===== config.mk =====
export PLATFORM = sky130hd
export DESIGN_NAME = sfsp_core
export DESIGN_NICKNAME = d
export VERILOG_FILES = /design/src/sfsp_timer.v /design/src/sfsp_core.v
export VERILOG_INCLUDE_DIRS = /design/src
export SDC_FILE = /design/constraint.sdc
export NUM_CORES = 1
export LEC_CHECK = 0
export ABC_AREA = 1
export BUFFER_PORTS_ARGS = -buffer_cell sky130_fd_sc_hd__buf_2
export CORE_MARGIN = 2
export CORE_UTILIZATION = 35
export CTS_CLUSTER_SIZE = 20
export DETAILED_ROUTE_END_ITERATION = 8
export PLACE_DENSITY_LB_ADDON = 0.12
export SYNTH_ARGS = -nofsm -noshare
export SYNTH_HDL_FRONTEND = slang
export SYNTH_HIERARCHICAL = 1
export SYNTH_SLANG_ARGS = --single-unit

===== constraint.sdc =====
create_clock -name mclk -period 4 [get_ports mclk]
set_input_delay 0.6 -clock mclk [delete_from_list [all_inputs] [get_ports mclk]]
set_output_delay 0.6 -clock mclk [all_outputs]
set_load 0.03 [all_outputs]

===== src/sfsp_regs.vh =====
`ifndef SFSP_REGS_VH
`define SFSP_REGS_VH

`define SFSP_OP_WR_EN 8'h06
`define SFSP_OP_WR_DIS 8'h04
`define SFSP_OP_ID 8'h9F
`define SFSP_OP_STAT_RD 8'h05
`define SFSP_OP_STAT_WR 8'h01
`define SFSP_OP_PROG 8'h02
`define SFSP_OP_SECT 8'hD8
`define SFSP_OP_BULK 8'hC7

`define SFSP_ST_BUSY 0
`define SFSP_ST_LATCH 1
`define SFSP_ST_BP_LO 2
`define SFSP_ST_BP_HI 3
`define SFSP_ST_DISABLE 7

`define SFSP_RST_DISABLE 1'b0
`define SFSP_RST_BP 2'b00

`define SFSP_CLK_MHZ 20
`define SFSP_T_W_US 5000
`define SFSP_T_PROG_US 2000
`define SFSP_T_SECT_US 500000
`define SFSP_T_BULK_US 1000000
`define SFSP_TIMER_W 25

`endif


===== src/sfsp_timer.v =====
`default_nettype none
module sfsp_timer #(
    parameter CW = 25
) (
    input wire mclk,
    input wire rst,
    input wire start,
    input wire [CW-1:0] load,
    output reg busy
);
    reg [CW-1:0] count;

    // countdown of one self-timed cycle
    always @(posedge mclk or posedge rst) begin
        if (rst) begin
            count <= {CW{1'b0}};
            busy <= 1'b0;
        end else if (start) begin
            count <= load;
            busy <= 1'b1;
        end else if (busy) begin
            if (count <= {{(CW-1){1'b0}}, 1'b1}) begin
                busy <= 1'b0;
                count <= {CW{1'b0}};
            end else begin
                count <= count - {{(CW-1){1'b0}}, 1'b1};
            end
        end
    end
endmodule // sfsp_timer
`default_nettype wire


===== src/sfsp_core.v =====
`include "sfsp_regs.vh"
`default_nettype none
module sfsp_core #(
    parameter [7:0] MAKER_CODE = 8'hA5,
    parameter [7:0] TYPE_CODE = 8'h3C,
    parameter [7:0] SIZE_CODE = 8'h5A,
    parameter integer W_CYC = `SFSP_T_W_US * `SFSP_CLK_MHZ,
    parameter integer PROG_CYC = `SFSP_T_PROG_US * `SFSP_CLK_MHZ,
    parameter integer SECT_CYC = `SFSP_T_SECT_US * `SFSP_CLK_MHZ,
    parameter integer BULK_CYC = `SFSP_T_BULK_US * `SFSP_CLK_MHZ
) (
    input wire mclk,
    input wire rst,
    input wire ce_n,
    input wire sclk,
    input wire si,
    input wire wp_n,
    output reg so,
    output reg so_oe,
    output reg [7:0] status_out,
    output reg hardware_protected_mode,
    output reg software_protected_mode
);
    // identity codes above are arbitrary values

    localparam CW = `SFSP_TIMER_W;
    localparam [CW-1:0] W_LOAD = W_CYC[CW-1:0];
    localparam [CW-1:0] PROG_LOAD = PROG_CYC[CW-1:0];
    localparam [CW-1:0] SECT_LOAD = SECT_CYC[CW-1:0];
    localparam [CW-1:0] BULK_LOAD = BULK_CYC[CW-1:0];
    localparam [23:0] ID_WORD = {MAKER_CODE, TYPE_CODE, SIZE_CODE};

    ////////////////////////////////////////////////////////////////////////
    // state

    reg sclk_q;
    reg ce_q;
    reg [6:0] shift_in;
    reg [2:0] bit_cnt;
    reg [2:0] byte_cnt;
    reg [7:0] opcode;
    reg [7:0] data_byte;
    reg sector_hi;
    reg [4:0] out_idx;
    reg write_enable_latch;
    reg status_write_disable;
    reg [1:0] bp;
    reg out_active;
    reg id_blocked;
    reg tmr_start;
    reg [CW-1:0] tmr_load;
    wire busy;

    wire sclk_rise = sclk & ~sclk_q & ~ce_n;
    wire sclk_fall = ~sclk & sclk_q & ~ce_n;
    wire ce_rise = ce_n & ~ce_q;
    wire [7:0] new_byte = {shift_in, si};
    wire [7:0] status_byte;
    wire hw_prot;
    wire on_byte;
    wire area_prot;

    assign status_byte = {status_write_disable, 3'b000, bp, write_enable_latch, busy};
    assign hw_prot = status_write_disable & ~wp_n;
    assign on_byte = (bit_cnt == 3'd0);
    assign area_prot = (bp == 2'b00) ? 1'b0 :
                       (bp == 2'b01) ? sector_hi : 1'b1;

    ////////////////////////////////////////////////////////////////////////
    // cycle timer

    sfsp_timer #(
        .CW(CW)
    ) u_timer (
        .mclk(mclk),
        .rst(rst),
        .start(tmr_start),
        .load(tmr_load),
        .busy(busy)
    );

    ////////////////////////////////////////////////////////////////////////
    // serial input and frame tracking

    always @(posedge mclk or posedge rst) begin
        if (rst) begin
            sclk_q <= 1'b0;
            ce_q <= 1'b1;
            shift_in <= 7'h00;
            bit_cnt <= 3'd0;
            byte_cnt <= 3'd0;
            opcode <= 8'h00;
            data_byte <= 8'h00;
            sector_hi <= 1'b0;
        end else begin
            sclk_q <= sclk;
            ce_q <= ce_n;
            if (ce_n) begin
                bit_cnt <= 3'd0;
                byte_cnt <= 3'd0;
            end else if (sclk_rise) begin
                shift_in <= new_byte[6:0];
                bit_cnt <= bit_cnt + 3'd1;
                if (bit_cnt == 3'd7) begin
                    if (byte_cnt != 3'd7) begin
                        byte_cnt <= byte_cnt + 3'd1;
                    end
                    if (byte_cnt == 3'd0) begin
                        opcode <= new_byte;
                    end
                    if (byte_cnt == 3'd1) begin
                        data_byte <= new_byte;
                    end
                    if (byte_cnt == 3'd2) begin
                        sector_hi <= new_byte[7];
                    end
                end
            end
        end
    end

    ////////////////////////////////////////////////////////////////////////
    // serial output

    always @(posedge mclk or posedge rst) begin
        if (rst) begin
            so <= 1'b0;
            so_oe <= 1'b0;
            out_idx <= 5'd0;
            out_active <= 1'b0;
            id_blocked <= 1'b0;
        end else if (ce_n) begin
            so_oe <= 1'b0;
            so <= 1'b0;
            out_idx <= 5'd0;
            out_active <= 1'b0;
            id_blocked <= 1'b0;
        end else if (sclk_fall && byte_cnt != 3'd0) begin
            if (opcode == `SFSP_OP_STAT_RD) begin
                so_oe <= 1'b1;
                so <= status_byte[3'd7 - out_idx[2:0]];
                out_idx <= {2'b00, out_idx[2:0] + 3'd1};
            end else if (opcode == `SFSP_OP_ID) begin
                if (!out_active && busy) begin
                    id_blocked <= 1'b1;
                end
                out_active <= 1'b1;
                if (!(id_blocked || (!out_active && busy))) begin
                    so_oe <= 1'b1;
                    if (out_idx < 5'd24) begin
                        so <= ID_WORD[5'd23 - out_idx];
                        out_idx <= out_idx + 5'd1;
                    end else begin
                        so <= 1'b0;
                    end
                end
            end
        end
    end

    ////////////////////////////////////////////////////////////////////////
    // execution at the end of a frame

    always @(posedge mclk or posedge rst) begin
        if (rst) begin
            write_enable_latch <= 1'b0;
            status_write_disable <= `SFSP_RST_DISABLE;
            bp <= `SFSP_RST_BP;
            tmr_start <= 1'b0;
            tmr_load <= {CW{1'b0}};
        end else begin
            tmr_start <= 1'b0;
            if (ce_rise && !busy && on_byte) begin
                case (opcode)
                    `SFSP_OP_WR_EN: begin
                        if (byte_cnt == 3'd1) begin
                            write_enable_latch <= 1'b1;
                        end
                    end
                    `SFSP_OP_WR_DIS: begin
                        if (byte_cnt == 3'd1) begin
                            write_enable_latch <= 1'b0;
                        end
                    end
                    `SFSP_OP_STAT_WR: begin
                        if (byte_cnt == 3'd2 && write_enable_latch && !hw_prot) begin
                            status_write_disable <= data_byte[`SFSP_ST_DISABLE];
                            bp <= data_byte[`SFSP_ST_BP_HI:`SFSP_ST_BP_LO];
                            write_enable_latch <= 1'b0;
                            tmr_load <= W_LOAD;
                            tmr_start <= 1'b1;
                        end
                    end
                    `SFSP_OP_PROG: begin
                        if (byte_cnt >= 3'd5 && write_enable_latch && !area_prot) begin
                            write_enable_latch <= 1'b0;
                            tmr_load <= PROG_LOAD;
                            tmr_start <= 1'b1;
                        end
                    end
                    `SFSP_OP_SECT: begin
                        if (byte_cnt == 3'd4 && write_enable_latch && !area_prot) begin
                            write_enable_latch <= 1'b0;
                            tmr_load <= SECT_LOAD;
                            tmr_start <= 1'b1;
                        end
                    end
                    `SFSP_OP_BULK: begin
                        if (byte_cnt == 3'd1 && write_enable_latch && bp == 2'b00) begin
                            write_enable_latch <= 1'b0;
                            tmr_load <= BULK_LOAD;
                            tmr_start <= 1'b1;
                        end
                    end
                    default: begin
                        write_enable_latch <= write_enable_latch;
                    end
                endcase
            end
        end
    end

    ////////////////////////////////////////////////////////////////////////
    // registered status outputs

    always @(posedge mclk or posedge rst) begin
        if (rst) begin
            status_out <= 8'h00;
            hardware_protected_mode <= 1'b0;
            software_protected_mode <= 1'b0;
        end else begin
            status_out <= status_byte;
            hardware_protected_mode <= hw_prot;
            software_protected_mode <= ~hw_prot;
        end
    end
endmodule // sfsp_core
`default_nettype wire


==> summary.md <==
| Metric | Value |
|---|---|
| Met1 Use GR | 19.8% |
| Routability Congestion | 0.855 |
| Die X | 121 um |
| RSZ-0062 raised after global routing | no |
| PortBufs | 14 |
| GR Util met3 | 3.87% |
| Synth warnings | 6 |
| Combinational Power Share | 32.5% |
| Synth Area in Compound Gates | 8.85% |
| FMAX | 547 MHz |
| Xor/xnor share of the synthesized area | 3.49% |
| Total chip power | 3.00 mW |
| CTS buffer count | 9 |
| CP required | 4.23 ns |
| # Post-CTS Setup Buffers | 0 |
| Commonest non-fill, non-tap cell in the layout | nand2_1 |
| Cell Area, Synth | 4760 um2 |
| VDD IR-drop max | 327 uV |
| Worst-skew pair later-pin latency | 0.34 ns |
| Main combinational cell family by area after synthesis | simple AND/OR/NAND/NOR gates |
| Drt total wl | 10500 um |
| Die ar. | 14600 um2 |
| Met2 usage in global routing | 27.1% |
| Post-synthesis simple-gate area fraction | 32.6% |
| Dpl ws | 1.92 ns |
| Maxcap violations | 0 |
| Clk root buf | clkbuf_16 |
| Hold_ws | 0.293 ns |
| Initial core utilization | 36.0% |
| # clock sinks | 85 |
| Switching pwr | 1.15 mW |
| Routed len/inst | 13.1 um |
| Vias in the first global route | 3789 |
| R2R depth | 9 |
| Largest net degree at the start of global routing | 36 |
| Fin crit period | 1.83 ns |
| Chip height | 121 um |
| N_diodes | 0 |
| Layout cells sized above 1 | 13.3% |
| Tightest Pin Transition | 1.05 ns |
| Crit path DAT | 2.06 ns |
| Post-route ant nets | 0 |
| Tcrit/Tclk final | 45.7% |
| Vias per inst | 4.68 |
| Internal | 1.85 mW |
| Syn avg cell area | 7.95 um2 |
| Sequential power share | 38.8% |
| H-Tree Depth | 3 |
| Nets | 644 |
| Total number of vias | 3775 |
| Lkg Pwr | 2.70 nW |
| CP Launch Type | flop |
| Final setup skew | 0.00563 ns |
| Initial antenna violation count | 0 |
| Clk pwr share | 28.8% |
| I/O Pins | 18 |
| Sw Ratio | 38.3% |
| Top_reg_cell synth | dfrtp_1 |
| Synth Instances | 599 |
| Commonest cells after routing, fill and taps aside | nand2_1, dfrtp_1, nor2_1 |
| CP Class | reg2reg |
| Worst setup EP type | flop |
| CTS tree | yes |
| Worst Slack Setup Final | 2.17 ns |
| Drt drc | 0 |
| Status | finished clean |
| Asr flop ratio synth | 100% |
| Max transition margin | 30.3% |
| Max Root-Sink Buffers | 2 |
| Seq cells post-synth | 85 |
| Global-route wire length before repair | 18500 um |
| Final setup fails | 0 |
| Sum Neg Setup Slack | 0 ns |
| Number of library cell types mapped by synthesis | 44 |
| Critical-path maximum fanout | 5 |
| Busiest layer in global routing | met2 |
| Number of synthesized flops with an enable pin | 0 |
| Total track usage | 16.1% |
| Adder-Cell Fraction of Synth Area | 3.41% |
| Fin. max-slew vios | 0 |
| Synth-to-Final Area Change | 12.2% |
| Seq/Total Area, Yosys | 44.7% |
| Hold buffer count at cts | 0 |
| Post-DP HPWL | 7820 um |
| Remaining global-route overflow | 0 |
| Rows | 42 |
| 1st-pass router iterations | 5 |
| Core area | 13200 um2 |
| # fillers | 1384 |
| Reg clk slew, reported paths | 0.06 ns |
| Violation count after the first detailed-route iteration | 184 |
| Pwr dens | 561 nW/um2 |
| Multiplexer area fraction after synthesis | 0.473% |
| Post_cts resized | 0 |
| Final Hold Fails | 0 |
| Hold WC Path Type | in2async |
[cell usage after synthesis (all sizes together), types with 5 or more instances]
master	n	area, um2
o21ai	26	138
nand3	41	230
inv	58	218
a21oi	5	25.0
nor3	7	67.6
ha	13	163
buf	7	61.3
xor2	11	96.3
nor2	76	349
nand4	9	56.3
dfrtp	84	2100
clkbuf	6	22.5
a22oi	25	188
xnor2	8	70.1
nand2	201	792
[critical path, stage by stage (launching register included)]
cell and delay, ns:
dfrtp_1 0.40, inv_1 0.13, ha_1 0.27, nand2_1 0.17
nor2_2 0.27, nand2_1 0.12, xor2_1 0.15, clkinv_1 0.07
nand2_1 0.07, nand2_1 0.05
[power by group through the flow]
stage	combinational (mW)	clock [mW]	sequential [mW]
4_1_cts	0.978	0.900	1.16
5_1_grt	1.11	0.928	1.18
6_report	0.973	0.862	1.16
3_3_place_gp	0.965	0	1.18
3_5_place_dp	0.974	0	1.18
2_1_floorplan	0.800	0	1.14
[sequential cells by signal, indices dropped and copies added, names as in the netlist, 2 cells and up]
signal	count
byte_cnt	3
status_out	5
shift_in	7
data_byte	3
u_timer/count	25
bp	2
bit_cnt	3
out_idx	5
tmr_load	11
opcode	8
[metrics by stage]
stage	instance area (um2)	util, %	instances
finish	5350	40.4	806
global route	5350	40.4	806
CTS	5350	40.4	806
detailed placement	5030	38.0	790
global placement	5030	38.0	790
floorplan	4800	-	610
[logic make-up after synthesis]
family / after synthesis
fa+ha+maj: 13
xor+xnor: 19
simple gates: 342
mux: 2
other cells: 1
buf+inv: 72
compound gates: 65
flops: 85
[layout make-up]
type	instances	area (um2)	area share [%]
multi-input combinational	453	2370	44.4
sequential	85	2130	39.8
clock buffer	12	256	4.80
inverter	59	221	4.14
tap	176	220	4.12
timing repair buffer	17	92.6	1.73
clock inverter	4	55.1	1.03
[final timing paths]
path                                       start  slack [ns]                end
min in group mclk                           sclk        0.39             sclk_q
max in group asynchronous                    rst        2.84  u_timer/count[10]
worst max register to register  u_timer/count[0]        2.17  u_timer/count[16]
worst max-delay path            u_timer/count[0]        2.17  u_timer/count[16]
worst min register to register             bp[1]        0.46      status_out[3]
worst min-delay path                         rst        0.29      status_out[0]
[metal layers]
metal  vias to the layer above  wire [um]
met5                         -          0
met4                         0        138
met3                         8        259
met2                        41       5260
met1                      1750       4880
li1                       1976          -
(Power assumes the default switching activity.)
